===== config.mk =====
export PLATFORM = sky130hd
export DESIGN_NAME = acsp_top
export DESIGN_NICKNAME = d
export VERILOG_FILES = /design/src/rtl/acsp_pkg.sv /design/src/rtl/acsp_sync.sv /design/src/rtl/acsp_top.sv
export SDC_FILE = /design/constraint.sdc
export NUM_CORES = 1
export LEC_CHECK = 0
export ABC_AREA = 0
export BUFFER_PORTS_ARGS = -buffer_cell sky130_fd_sc_hd__buf_2
export CAP_MARGIN = 25
export CORE_AREA = 4 4 157 83
export DETAILED_ROUTE_END_ITERATION = 10
export DIE_AREA = 0 0 161 87
export SKIP_LAST_GASP = 1
export SLEW_MARGIN = 20
export SYNTH_ARGS = -nofsm -noshare
export SYNTH_HDL_FRONTEND = slang
export SYNTH_SLANG_ARGS = --single-unit

===== constraint.sdc =====
create_clock -name mclk_i -period 3.9 [get_ports mclk_i]
set_input_delay 0.195 -clock mclk_i [delete_from_list [all_inputs] [get_ports mclk_i]]
set_output_delay 0.195 -clock mclk_i [all_outputs]
set_load 0.02 [all_outputs]

===== src/rtl/acsp_pkg.sv =====
// constants and types for the converter control and serial port
// assumes a single 200 MHz master clock domain
`default_nettype none
package acsp_pkg;
    localparam int MCLK_PERIOD_NS = 5;
    // cal request must be seen high for more than four cycles
    localparam logic [2:0] CAL_MIN_CYC = 3'h5;
    localparam logic [2:0] LOAD_HOLD_CYC = 3'h4;
    localparam logic [4:0] WORD_BITS = 5'h10;
    localparam logic [4:0] AC_BITS = 5'h16;
    localparam logic [1:0] SSC_START_PH = 2'h3;
    localparam logic [1:0] SSC_LAST_PH = 2'h3;
    localparam int DATA_W = 16;
    localparam int ADDR_W = 4;
    localparam logic [3:0] ADDR_STATUS = 4'h0;
    localparam logic [3:0] ADDR_MASK = 4'h1;
    localparam logic [3:0] ADDR_RESULT = 4'h2;
    localparam logic [3:0] ADDR_STATE = 4'h3;
    localparam int STATUS_W = 4;
    localparam int ST_LOADED = 0;
    localparam int ST_SENT = 1;
    localparam int ST_CALRST = 2;
    localparam int ST_CALGO = 3;
    localparam logic [3:0] STATUS_RST = 4'h0;
    localparam logic [3:0] MASK_RST = 4'h0;
    // synchronised pin vector layout
    localparam int PIN_PD_N = 0;
    localparam int PIN_POL = 1;
    localparam int PIN_CAL = 2;
    localparam int PIN_TA = 3;
    localparam int PIN_TB = 4;
    localparam int PIN_CS_N = 5;
    localparam int PIN_MODE = 6;
    localparam int PIN_SCLK = 8;
    localparam int PIN_W = 9;
    localparam logic [8:0] PIN_RST = 9'h021;
    typedef enum logic [1:0] {
        async_framed_mode = 2'b00,
        ext_clocked_sync_mode = 2'b01,
        self_clocked_sync_mode = 2'b10
    } acsp_mode_t;
    typedef enum logic [1:0] {
        tx_idle = 2'b00,
        tx_shift = 2'b01,
        tx_hold = 2'b10
    } acsp_tx_t;
endpackage
`default_nettype wire


===== src/rtl/acsp_sync.sv =====
// three-stage pin synchroniser with agreement filter
// assumes pins are asynchronous to clk_i
`timescale 1ns/1ps
`default_nettype none
module acsp_sync #(
    parameter int WIDTH = 1,
    parameter logic [WIDTH-1:0] RST_VAL = '0
) (
    input wire logic clk_i,
    input wire logic rst_i,
    input wire logic [WIDTH-1:0] d_i,
    output logic [WIDTH-1:0] q_o
);
    logic [WIDTH-1:0] s1;
    logic [WIDTH-1:0] s2;
    logic [WIDTH-1:0] s3;
    logic [WIDTH-1:0] next_q;

    // accept a change once stages two and three agree
    always_comb begin
        next_q = (s2 & s3) | (q_o & (s2 ^ s3));
    end

    always_ff @(posedge clk_i or posedge rst_i) begin
        if (rst_i) begin
            s1 <= RST_VAL;
            s2 <= RST_VAL;
            s3 <= RST_VAL;
            q_o <= RST_VAL;
        end else begin
            s1 <= d_i;
            s2 <= s1;
            s3 <= s2;
            q_o <= next_q;
        end
    end
endmodule
`default_nettype wire


===== src/rtl/acsp_top.sv =====
// control pins, result word and serial port of a sigma-delta converter
// assumes the conversion core pulses result_load_i on mclk_i;
// pins and the serial clock are asynchronous and get synchronised here
// Notes on behaviour
// - power-down pin low puts the block in low power, stopping activity
// - polarity pin low selects unipolar range, high selects bipolar
// - cal request high over four clock cycles resets internal state
// - after a qualifying high, calibration starts when the request falls
// - cal request may be a shared strobe to keep converters in step
// - chip select low starts sending the word in the selected framing
// - word-valid goes low while a valid result sits in the output word
// - word-valid goes high once a word has been sent
// - loading a new result holds word-valid high for four cycles
// - serial clock pin direction follows the interface mode
// - self-clocked mode drives serial clock at mclk/4, 25% high
// - each result leaves the serial output as a 16-bit word
// - async mode: clock input, two bytes, one start, two stop bits
// - external sync mode: clock input, unframed, msb first
// - trim type pins sampled at cal rising edge pick calibration kind
`timescale 1ns/1ps
`default_nettype none
module acsp_top (
    input wire logic mclk_i,
    input wire logic rst_i,
    input wire logic power_down_n_i,
    input wire logic polarity_select_i,
    input wire logic cal_req_i,
    input wire logic trim_type_sel_a_i,
    input wire logic trim_type_sel_b_i,
    input wire logic cs_n_i,
    input wire logic [1:0] mode_i,
    input wire logic sclk_i,
    input wire logic [acsp_pkg::DATA_W-1:0] result_i,
    input wire logic result_load_i,
    input wire logic [acsp_pkg::ADDR_W-1:0] addr_i,
    input wire logic [acsp_pkg::DATA_W-1:0] wdata_i,
    input wire logic wr_i,
    input wire logic rd_i,
    output logic [acsp_pkg::DATA_W-1:0] rdata_o,
    output logic word_valid_n_o,
    output logic serial_out_o,
    output logic serial_out_oe_o,
    output logic sclk_o,
    output logic sclk_oe_o,
    output logic low_power_o,
    output logic bipolar_o,
    output logic cal_reset_o,
    output logic cal_start_o,
    output logic [1:0] cal_type_o,
    output logic irq_o
);
    import acsp_pkg::*;

    logic [PIN_W-1:0] sq;
    logic pd_n_s, pol_s, cal_s, cs_n_s, sclk_s;
    acsp_mode_t mode_s;

    acsp_sync #(.WIDTH(PIN_W), .RST_VAL(PIN_RST)) u_sync (
        .clk_i(mclk_i),
        .rst_i(rst_i),
        .d_i({sclk_i, mode_i, cs_n_i, trim_type_sel_b_i,
              trim_type_sel_a_i, cal_req_i, polarity_select_i,
              power_down_n_i}),
        .q_o(sq)
    );

    assign pd_n_s = sq[PIN_PD_N];
    assign pol_s = sq[PIN_POL];
    assign cal_s = sq[PIN_CAL];
    assign cs_n_s = sq[PIN_CS_N];
    assign sclk_s = sq[PIN_SCLK];
    assign mode_s = acsp_mode_t'(sq[PIN_MODE+1:PIN_MODE]);

    // power-down and polarity
    logic next_low_power, next_bipolar;
    always_comb begin
        next_low_power = !pd_n_s;
        next_bipolar = pol_s;
    end

    always_ff @(posedge mclk_i or posedge rst_i) begin
        if (rst_i) begin
            low_power_o <= 1'b0;
            bipolar_o <= 1'b0;
        end else begin
            low_power_o <= next_low_power;
            bipolar_o <= next_bipolar;
        end
    end

    // calibration request
    logic cal_q, cal_armed, cal_rst_ev;
    logic [2:0] cal_cnt;
    logic next_cal_q, next_cal_armed, next_cal_reset, next_cal_start;
    logic [2:0] next_cal_cnt;
    logic [1:0] next_cal_type;
    always_comb begin
        next_cal_q = cal_s;
        next_cal_cnt = cal_cnt;
        next_cal_armed = cal_armed;
        next_cal_type = cal_type_o;
        next_cal_start = 1'b0;
        cal_rst_ev = 1'b0;
        if (cal_s && !cal_q) begin
            next_cal_type = {sq[PIN_TB], sq[PIN_TA]};
        end
        if (cal_s) begin
            if (cal_cnt != CAL_MIN_CYC) begin
                next_cal_cnt = cal_cnt + 3'h1;
            end
            if (next_cal_cnt == CAL_MIN_CYC && !cal_armed) begin
                next_cal_armed = 1'b1;
                cal_rst_ev = 1'b1;
            end
        end else begin
            next_cal_cnt = 3'h0;
            if (cal_armed) begin
                next_cal_start = 1'b1;
                next_cal_armed = 1'b0;
            end
        end
        // shared strobe: every unit leaves reset on the same fall
        next_cal_reset = next_cal_armed && cal_s;
    end

    always_ff @(posedge mclk_i or posedge rst_i) begin
        if (rst_i) begin
            cal_q <= 1'b0;
            cal_cnt <= 3'h0;
            cal_armed <= 1'b0;
            cal_reset_o <= 1'b0;
            cal_start_o <= 1'b0;
            cal_type_o <= 2'h0;
        end else begin
            cal_q <= next_cal_q;
            cal_cnt <= next_cal_cnt;
            cal_armed <= next_cal_armed;
            cal_reset_o <= next_cal_reset;
            cal_start_o <= next_cal_start;
            cal_type_o <= next_cal_type;
        end
    end

    // output word and word-valid flag
    logic [DATA_W-1:0] out_word, next_out_word;
    logic [2:0] hold_cnt, next_hold_cnt;
    logic next_wvn, load_ok, load_ev, sent_ev;
    assign load_ok = result_load_i && !low_power_o && !cal_reset_o;
    always_comb begin
        next_out_word = out_word;
        next_hold_cnt = hold_cnt;
        next_wvn = word_valid_n_o;
        load_ev = 1'b0;
        if (cal_reset_o) begin
            next_wvn = 1'b1;
            next_hold_cnt = 3'h0;
        end else if (load_ok) begin
            next_out_word = result_i;
            next_hold_cnt = LOAD_HOLD_CYC;
            next_wvn = 1'b1;
            load_ev = 1'b1;
        end else if (hold_cnt != 3'h0) begin
            next_hold_cnt = hold_cnt - 3'h1;
            if (hold_cnt == 3'h1) begin
                next_wvn = 1'b0;
            end
        end else if (sent_ev) begin
            next_wvn = 1'b1;
        end
    end

    always_ff @(posedge mclk_i or posedge rst_i) begin
        if (rst_i) begin
            out_word <= 16'h0000;
            hold_cnt <= 3'h0;
            word_valid_n_o <= 1'b1;
        end else begin
            out_word <= next_out_word;
            hold_cnt <= next_hold_cnt;
            word_valid_n_o <= next_wvn;
        end
    end

    // serial transmitter
    acsp_tx_t state, next_state;
    logic [21:0] frame, next_frame;
    logic [4:0] bit_cnt, next_bit_cnt;
    logic [1:0] phase, next_phase;
    logic [DATA_W-1:0] rev_word;
    logic sclk_q, next_sclk_q, advance;
    logic next_so, next_oe, next_sclk, next_sclk_oe;

    always_comb begin
        for (int i = 0; i < DATA_W; i++) begin
            rev_word[i] = out_word[DATA_W-1-i];
        end
    end

    always_comb begin
        next_state = state;
        next_frame = frame;
        next_bit_cnt = bit_cnt;
        next_phase = phase;
        next_oe = serial_out_oe_o;
        next_sclk = 1'b0;
        next_sclk_q = sclk_s;
        sent_ev = 1'b0;
        next_sclk_oe = (mode_s == self_clocked_sync_mode);
        // self-clocked shifts as its own clock falls, others on pin fall
        if (mode_s == self_clocked_sync_mode) begin
            advance = (phase == 2'h0);
        end else begin
            advance = sclk_q && !sclk_s;
        end
        case (state)
            tx_idle: begin
                if (!cs_n_s && !word_valid_n_o && !low_power_o &&
                    !cal_reset_o) begin
                    next_state = tx_shift;
                    next_phase = SSC_START_PH;
                    next_oe = 1'b1;
                    if (mode_s == async_framed_mode) begin
                        // high byte first, each lsb first
                        next_frame = {2'b11, out_word[7:0], 1'b0,
                                      2'b11, out_word[15:8], 1'b0};
                        next_bit_cnt = AC_BITS;
                    end else begin
                        next_frame = {6'h3f, rev_word};
                        next_bit_cnt = WORD_BITS;
                    end
                end
            end
            tx_shift: begin
                next_phase = phase + 2'h1;
                next_sclk = (mode_s == self_clocked_sync_mode) &&
                            (phase == SSC_LAST_PH);
                if (advance) begin
                    next_frame = {1'b1, frame[21:1]};
                    next_bit_cnt = bit_cnt - 5'h01;
                    if (bit_cnt == 5'h01) begin
                        next_state = tx_hold;
                        next_oe = 1'b0;
                        sent_ev = 1'b1;
                    end
                end
            end
            tx_hold: begin
                next_oe = 1'b0;
            end
            default: begin
                next_state = tx_idle;
                next_oe = 1'b0;
            end
        endcase
        if (cs_n_s || next_low_power || cal_reset_o) begin
            next_state = tx_idle;
            next_oe = 1'b0;
            next_sclk = 1'b0;
        end
        next_so = next_frame[0];
    end

    always_ff @(posedge mclk_i or posedge rst_i) begin
        if (rst_i) begin
            state <= tx_idle;
            frame <= 22'h3fffff;
            bit_cnt <= 5'h00;
            phase <= 2'h0;
            sclk_q <= 1'b0;
            serial_out_o <= 1'b1;
            serial_out_oe_o <= 1'b0;
            sclk_o <= 1'b0;
            sclk_oe_o <= 1'b0;
        end else begin
            state <= next_state;
            frame <= next_frame;
            bit_cnt <= next_bit_cnt;
            phase <= next_phase;
            sclk_q <= next_sclk_q;
            serial_out_o <= next_so;
            serial_out_oe_o <= next_oe;
            sclk_o <= next_sclk;
            sclk_oe_o <= next_sclk_oe;
        end
    end

    // register port and interrupt
    logic [STATUS_W-1:0] status, mask, ev, clr;
    logic [STATUS_W-1:0] next_status, next_mask;
    logic [DATA_W-1:0] next_rdata;
    logic next_irq;
    always_comb begin
        ev = '0;
        ev[ST_LOADED] = load_ev;
        ev[ST_SENT] = sent_ev;
        ev[ST_CALRST] = cal_rst_ev;
        ev[ST_CALGO] = next_cal_start;
        clr = '0;
        if (wr_i && addr_i == ADDR_STATUS) begin
            clr = wdata_i[STATUS_W-1:0];
        end
        // a new event beats a clear in the same cycle
        next_status = (status & ~clr) | ev;
        next_mask = mask;
        if (wr_i && addr_i == ADDR_MASK) begin
            next_mask = wdata_i[STATUS_W-1:0];
        end
        next_irq = |(next_status & next_mask);
        next_rdata = 16'h0000;
        if (rd_i) begin
            case (addr_i)
                ADDR_STATUS: next_rdata = {12'h000, status};
                ADDR_MASK: next_rdata = {12'h000, mask};
                ADDR_RESULT: next_rdata = out_word;
                ADDR_STATE: next_rdata = {6'h00, state, mode_s, cal_type_o,
                    cal_reset_o, low_power_o, bipolar_o, !word_valid_n_o};
                default: next_rdata = 16'h0000;
            endcase
        end
    end

    always_ff @(posedge mclk_i or posedge rst_i) begin
        if (rst_i) begin
            status <= STATUS_RST;
            mask <= MASK_RST;
            irq_o <= 1'b0;
            rdata_o <= 16'h0000;
        end else begin
            status <= next_status;
            mask <= next_mask;
            irq_o <= next_irq;
            rdata_o <= next_rdata;
        end
    end
endmodule
`default_nettype wire


==> Yosys cells after proc, flatten, opt, wreduce, memory -nomap -nowiden <==
Index checks and enable logic that the tools add are counted.
{ "classes": {"n_addsub": 4, "eq_ne": 18, "mux": 49, "n_bitwise": 9, "reduce_logical": 37} }
{ "op_table": {"columns": ["cell", "n"], "rows": [
  ["case mux 16 bit (4 select lines)", 1],
  ["two-way mux 22 bit", 2],
  ["case mux 22 bit (2 select lines)", 1],
  ["two-way mux 1 bit", 23],
  ["two-way mux 3 bit", 7],
  ["two-way mux 20 bit", 1],
  ["AND 9 bit", 2],
  ["two-way mux 16 bit", 1],
  ["logical AND 1 bit", 12],
  ["!= test 3 bit (second input constant)", 4],
  ["two-way mux 2 bit", 5],
  ["two-way mux 5 bit", 2],
  ["case mux 5 bit (2 select lines)", 1],
  ["bitwise OR 9 bit", 1],
  ["bitwise XOR 9 bit", 1],
  ["AND 4 bit", 2],
  ["equality test 4 x 2 -> 1 bit (second input constant)", 2],
  ["logical NOT 1 bit", 8],
  ["two-way mux 4 bit", 2],
  ["equality test 2 bit (second input constant)", 3],
  ["logical NOT 2 bit", 3],
  ["!= test 2 bit (second input constant)", 3],
  ["case mux 2 bit (3 select lines)", 1],
  ["AND reduction 2 bit", 3],
  ["23 further kinds", 26]
]} }
{ "word_totals": {"ff_bits": 127, "in_bits": 50, "out_inout_bits": 28, "elab_cells": 145} }

==> Depth between registers and ports, before layout <==
Gate-level depths: netlist (run 1).
{ "depth": {"depth_word": 10, "ltp_mapped": 8} }

==> Cells and area by module <==
From an unflattened synthesis (run 1), not the netlist that was laid out.
{ "hier_totals": {"hier_cells": 426, "hier_area_um2": 5133.7} }
{ "modules_own_cells": {"columns": ["mod", "n_inst", "cells_each", "area_per_inst_um2", "seq_area_each_um2"], "rows": [
  ["acsp_top", 1, 371, 4038.9, 2228.4],
  ["acsp_sync", 1, 55, 1094.8, 910.9]
]} }

==> Worst setup path before layout (run 1) <==
No wires, ideal clock.
{ "synth_path": {"path_kind": "reg2reg", "start": "reg cal_armed (netlist name)", "end": "reg out_word[15]", "t_arrival_ns": 1.740, "t_required_ns": 3.772, "setup_slack_ns": 2.032, "path_stages_with_launch": 6, "n_path_buf": 3, "period_less_slack_ns": 1.868, "path_cell_list": "dfrtp_1 > buf_6 > nor3b_1 > clkbuf_1 > buf_2 > mux2_1"} }
{ "synth_lines": {"columns": ["item", "line_no", "rtl"], "rows": [
  ["end signal: assignment", "acsp_top.sv:178", "out_word <= next_out_word;"],
  ["end: declaration", "acsp_top.sv:145", "logic [DATA_W-1:0] out_word, next_out_word;"]
]} }

==> Worst setup path in the final report (run 1) <==
{ "layout_path": {"start": "reg u_sync.q_o[7]", "end": "reg frame[10]"} }
{ "layout_via": {"elab_chain_cells": 4, "word_cells_on_any_way": 8} }
{ "layout_rtl": {"columns": ["item", "line_no", "rtl"], "rows": [
  ["start: declaration", "acsp_sync.sv:12", "output logic [WIDTH-1:0] q_o"],
  ["start signal: assignment", "acsp_sync.sv:34", "q_o <= next_q;"],
  ["equality test 2 bit", null, null],
  ["net next_sclk_oe", "acsp_top.sv:191", "logic next_so, next_oe, next_sclk, next_sclk_oe;"],
  ["two-way mux 1 bit", "acsp_top.sv:210", "if (mode_s == self_clocked_sync_mode) begin"],
  ["!= test 2 bit (no line)", null, null],
  ["AND reduction 3 bit (no line)", null, null],
  ["end signal: assignment", "acsp_top.sv:276", "frame <= next_frame;"],
  ["end: declaration", "acsp_top.sv:186", "logic [21:0] frame, next_frame;"]
]} }
The timed path passes the listed nets, and every way through them passes these cells. The select of a mux whose other input is x is not followed.
A chain may end at the register's enable or synchronous reset.

==> metrics.txt, run 1 <==
layout cells sized above 1 28.9%; detailed-route via count 3433; Seq cells post-synth 124; Seq/Total Area, Yosys 60.9%; Layout area overhead 24.0%; Synth Area in Simple Gates 10.6%; capturing element type of the critical path register; total gr overflow 0; first-pass GRT wire length 18500 µm; Detailed Route WL 10800 µm; P per Cell Area 652 nW/µm²; slowest CP cell a21o_1; ANT nets after route 0; Final min period 2580 ps; syn nets 499; adder-cell share of the synthesized area 4.37%; clock network power share 38.6%; Die ar. 14000 µm²; Layout Nets 585; critical path class register to register; maximum vdd drop 323 µV; critical path, cell by cell nor2b_2 -> mux2i_2 -> a21o_1 -> buf_4 -> nand2_1 -> o21ai_1; status completed; number of setup violations in the final report 0; Slew Viols, Final 0; clk sinks 124; Worst Max-Slew Pin Slew 881 ps; YS warnings 0; period utilization 66.1%; Max-cap violations 0; most common flop cell mapped by yosys dfrtp_1; Mapped Avg Cell Area 12.0 µm²; routed length per instance 15.5 µm; RSZ-0062 raised after global routing false; critical path depth 6; GPL Wtd Cong 0.793; Yosys cell types 49; CTS max path bufs 2; Combinational Power Share 17.6%; Initial DRC Count 195; Post-synth EDFFs 0; startpoint types register; Core Region 11600 µm²; fin cells 696; Placed Cells 651; postcts setup bufs 0; reg2reg path depth 6; Worst EP arrival 2910 ps; skew final 7.03 ps; post-synthesis xor/xnor area fraction 0.680%; mux cell area share after synthesis 8.45%; vias per inst 4.93; largest family of logic cells by synthesized area compound AO/OA/AOI/OAI gates; Post-Syn Area 5150 µm²; Fillers 1005; DP HPWL 7300 µm; Gate Count Post-Synth 431; Net Sw Frac 28.4%; dominant cell type by area after synthesis dfrtp_1; drt pass-1 iters 4; vias in the first global route 3527; chip height 87 µm; final hold slack 8.63 ps; Synth area leaders dfrtp_1 46%, dfstp_2 15%, ha_1 4.4%; Synth top area share 46.1%; worst hold stages 2; Die X-Extent 161 µm; Seq pwr share 43.8%; Internal Power 2.98 mW; endpoints failing hold 0; crit path max fanout 26; IO Pins 78; CTS Root Cell clkbuf_16; number of buffers created by CTS 17; # rows 28; I/O Buffers 65; DR DRC count 0; Lkg Pwr 3.04 nW; max_slew headroom 41.1%; Max Clock Freq 388 MHz; largest net degree at the start of global routing 45; Max stage delay on crit path 680 ps; top-count cell post-synth dfrtp_1; worst-skew pair later-pin latency 400 ps; GRT Overall Usage 16.9%; Worst EP required 4230 ps; CTS tree done; Starting Density 44.3%; Synth Area in Compound Gates 12.3%; total negative slack 0 ps; initial antenna violation count 0; Synth top cells by count 95 x dfrtp_1, 46 x nand2_1, 31 x a21oi_1; WP buf/inv 1; CP delay by family, top compound AO/OA/AOI/OAI gates; FFs w/ async S/R, synth 100%; CTS H-tree lvls 4; Tightest Hold Check Type input port to register; clock slew at reported path FFs 60 ps; sw power 1.18 mW
[placed cells by master (no fill, tap or decap), types with 12 or more instances in the layout]
master          n
o21ai_0        16
a21o_1         13
a21oi_1        31
clkbuf_16      17
dfrtp_1        95
dfstp_2        29
o21ai_1        23
nand2_1        46
ha_1           18
dlygate4sd3_1  12
nor2_1         21
mux2i_1        14
inv_1          13
buf_2          65
[power groups by stage]
stage / clock network (mW) / logic (mW) / registers, mW
2_1_floorplan: 0 / 0.541 / 1.81
3_3_place_gp: 0 / 0.711 / 1.84
3_5_place_dp: 0 / 0.731 / 1.84
4_1_cts: 1.64 / 0.747 / 1.83
5_1_grt: 1.71 / 0.855 / 1.86
6_report: 1.61 / 0.734 / 1.83
[per-layer routing]
layer	share of wire, %	track usage (%)	up-vias
met2	44	24.8	87
met5	0	0	-
met3	5.0	4.40	10
li1	-	-	1676
met4	0.83	5.88	0
met1	50	24.4	1660
[final cells by class]
class                      count  area (µm²)  area share (%)
antenna                        1        2.50          0.0392
clock inverter                13         166            2.60
inverter                      14        55.1           0.861
sequential                   124        3140            49.1
clock buffer                  19         443            6.93
multi-input combinational    276        1880            29.4
timing repair buffer          84         498            7.79
tap                          165         206            3.23
[registers in the layout, indices dropped and copies added, names as in the netlist, 3 cells and up]
| signal | flops |
|---|---|
| hold_cnt | 3 |
| status | 4 |
| mask | 4 |
| u_sync.s1 | 9 |
| u_sync.s3 | 9 |
| u_sync.s2 | 9 |
| out_word | 16 |
| bit_cnt | 5 |
| frame | 20 |
| u_sync.q_o | 9 |
| rdata_o | 16 |
| cal_cnt | 3 |
[metrics by stage]
step                      power, mW  setup slack [ps]  utilization (%)  area [µm²]
after detailed placement       2.57              1370             48.7        5660
after global routing           4.43              1020             54.9        6390
after floorplan                2.35               454                -        5150
after global placement         2.55              1370             48.7        5660
final                          4.17              1320             54.9        6390
after CTS                      4.21              1340             54.9        6390
[logic make-up after synthesis]
| group | count (synthesis) |
|---|---|
| flip-flops | 124 |
| buffers and inverters | 31 |
| AO/OA/AOI/OAI | 107 |
| XOR/XNOR | 4 |
| adder cells (fa/ha/maj) | 18 |
| multiplexers | 38 |
| AND/OR/NAND/NOR | 109 |
[timing repair]
item / in CTS / in global routing
endpoints found under the hold margin: 51 / 0
gates resized for setup: 0 / 0
hold buffers: 12 / 0
[worst paths after layout]
path                                from        endpoint  slack [ps]
setup / recovery           u_sync.q_o[7]       frame[10]        1320
hold / removal               result_i[4]     out_word[4]           9
setup reg to reg           u_sync.q_o[7]       frame[10]        1320
hold reg to reg             u_sync.s1[4]    u_sync.s2[4]         350
max in group asynchronous          rst_i  word_valid_n_o        2560
min in group asynchronous          rst_i    u_sync.s1[3]         380
(Power assumes the default switching activity.)
==> run 2, diff against run 1 <==
PLACE_DENSITY = 0.67   (was default)
clock period = 2.2 ns   (was 3.9 ns; I/O delays follow)
==> metrics.txt, run 2 (synthesized netlist as in run 1, its figures left out) <==
critical path class register to register; # rows 28 (unchanged); sw power 2.11 mW (+79%); multi-input combinational cell area 1880 µm² (unchanged); period utilization 84.5% (+18 points); skew final 7.74 ps (+0.715 ps); Die X-Extent 161 µm (unchanged); Fillers 984 (-2.1%); clock network power share 37.3% (-1.3 points); Core Region 11600 µm² (unchanged); ANT nets after route 0 (unchanged); RSZ-0062 raised after global routing false; fin cells 722 (+3.7%); Lkg Pwr 3.15 nW (+3.9%); Reg2Reg Setup Slack 340 ps (-980 ps); Net Sw Frac 28.8% (+0.40 points); GRT Overall Usage 17.1% (+0.22 points); Final Cell Area 6660 µm² (+4.1%); capturing element type of the critical path register; CTS tree done; Max Clock Freq 538 MHz (+39%); Starting Density 44.3% (unchanged); antenna cell count 0 (-1); Regs by FF count frame: 20 flops, out_word: 16 flops, rdata_o: 16 flops; Seq pwr share 43.7% (about the same); Detailed Route WL 11000 µm (+1.7%); GPL Wtd Cong 0.795 (+0.33%); first element of the critical path u_sync.q_o[6]; Worst EP arrival 2190 ps (-720 ps); Slew Viols, Final 0 (unchanged); Initial DRC Count 182 (-6.7%); post-layout util 57.2% (+2.3 points); chip height 87 µm (unchanged); Worst EP required 2530 ps (-1700 ps); CTS max path bufs 2 (unchanged); number of buffers created by CTS 17 (unchanged); IO Pins 78 (unchanged); startpoint types register; DR DRC count 0 (unchanged); first-pass GRT wire length 18400 µm (-0.37%); layout cells sized above 1 28.7% (-0.14 points); drt pass-1 iters 4 (unchanged); routed length per instance 15.2 µm (-2.0%); endpoints failing hold 0 (unchanged); FF+latch area 3140 µm² (unchanged); CTS H-tree lvls 4 (unchanged); Internal Power 5.24 mW (+76%); clock slew at reported path FFs 60 ps (about the same); post-CTS sizing 0 (unchanged); I/O Buffers 65 (unchanged); Worst Setup EP bit_cnt[1]; Tightest Hold Check Type input port to register; total gr overflow 0 (unchanged); max_slew headroom 66.9% (+26 points); status completed; Reg with most FFs frame; crit path max fanout 42 (+62%); most frequent cells in the layout 95 x dfrtp_1, 65 x buf_2, 46 x nand2_1, 31 x a21oi_1, 31 x dlygate4sd3_1; maximum vdd drop 484 µV (+50%); DP HPWL 7380 µm (+1.0%); Final min period 1860 ps (-718 ps); initial antenna violation count 0 (unchanged); reg2reg path depth 6 (unchanged); vias per inst 4.93 (-0.15%); Die ar. 14000 µm² (unchanged); most common cell after layout, fill and taps aside dfrtp_1; vias in the first global route 3691 (+4.6%); CTS Root Cell clkbuf_16; total negative slack 0 ps (unchanged); reg-to-reg endpoint bit_cnt[1]; Worst Max-Slew Pin Slew 494 ps (-387 ps); Largest register FFs 20 (unchanged); Layout area overhead 29.1%; Max-cap violations 0 (unchanged); placed cell area 5760 µm² (+1.7%); Combinational Power Share 19.1% (+1.5 points); largest net degree at the start of global routing 52 (+16%); clk sinks 124 (unchanged); worst-skew pair later-pin latency 410 ps (about the same); P per Cell Area 1100 nW/µm² (+69%); Placed Cells 659 (+1.2%); number of setup violations in the final report 0 (unchanged); r2r startpoint u_sync.q_o[6]; detailed-route via count 3556 (+3.6%); Layout Nets 612 (+4.6%); final hold slack 34.6 ps (+26.0 ps)
==> run 2: metrics by stage <==
step                      worst slack [ps]  total power [mW]
after detailed placement               375              4.61
after CTS                              363              7.43
final                                  341              7.35
after global routing                   248              7.77
after global placement                 435              4.53
after floorplan                        332              4.16
==> run 2: critical path, stage by stage, from the launching register on <==
cell and delay (ps):
dfrtp_1 380, nor2b_2 230, mux2i_2 470, a21o_1 290, buf_12 220, nor2_1 70
a21oi_1 120
==> run 2: power groups by stage <==
| stage | Combinational (mW) | Clock, mW | Sequential [mW] |
|---|---|---|---|
| finish | 1.40 | 2.74 | 3.21 |
| global route | 1.59 | 2.90 | 3.28 |
| CTS | 1.42 | 2.80 | 3.22 |
| detailed placement | 1.36 | 0 | 3.24 |
| global placement | 1.31 | 0 | 3.23 |
| floorplan | 0.960 | 0 | 3.20 |
==> run 2: routing by layer <==
layer  global-route usage [%]  share of wire, %  vias up
met5                        0                 0        -
met4                     6.66               1.1        0
met3                     5.30               4.6       10
met2                     27.1                47       73
met1                     22.3                47     1732
li1                         -                 -     1741
==> run 2: layout make-up <==
cell class | count | share of cell area [%]
Multi-Input combinational cell | 276 | 28.3
Clock buffer | 20 | 6.71
Clock inverter | 12 | 2.11
Tap cell | 165 | 3.10
Timing Repair Buffer | 111 | 11.8
Inverter | 14 | 0.846
Sequential cell | 124 | 47.2
==> run 2: repair_timing <==
action                                  in CTS  in global routing
setup buffers                                0                  0
endpoints found under the hold margin       50                  0
endpoints found under the setup margin       0                  0
hold buffers                                31                  0
==> run 2: worst min path at each step <==
stage	start	to	slack (ps)	depth (start not counted)
finish	result_load_i	word_valid_n_o	30	3
global route	result_load_i	word_valid_n_o	50	3
CTS	result_load_i	word_valid_n_o	4	3
detailed placement	rst_i	u_sync.s3[3]	150	2
global placement	rst_i	u_sync.s3[3]	150	2
floorplan	power_down_n_i	u_sync.s1[0]	110	0
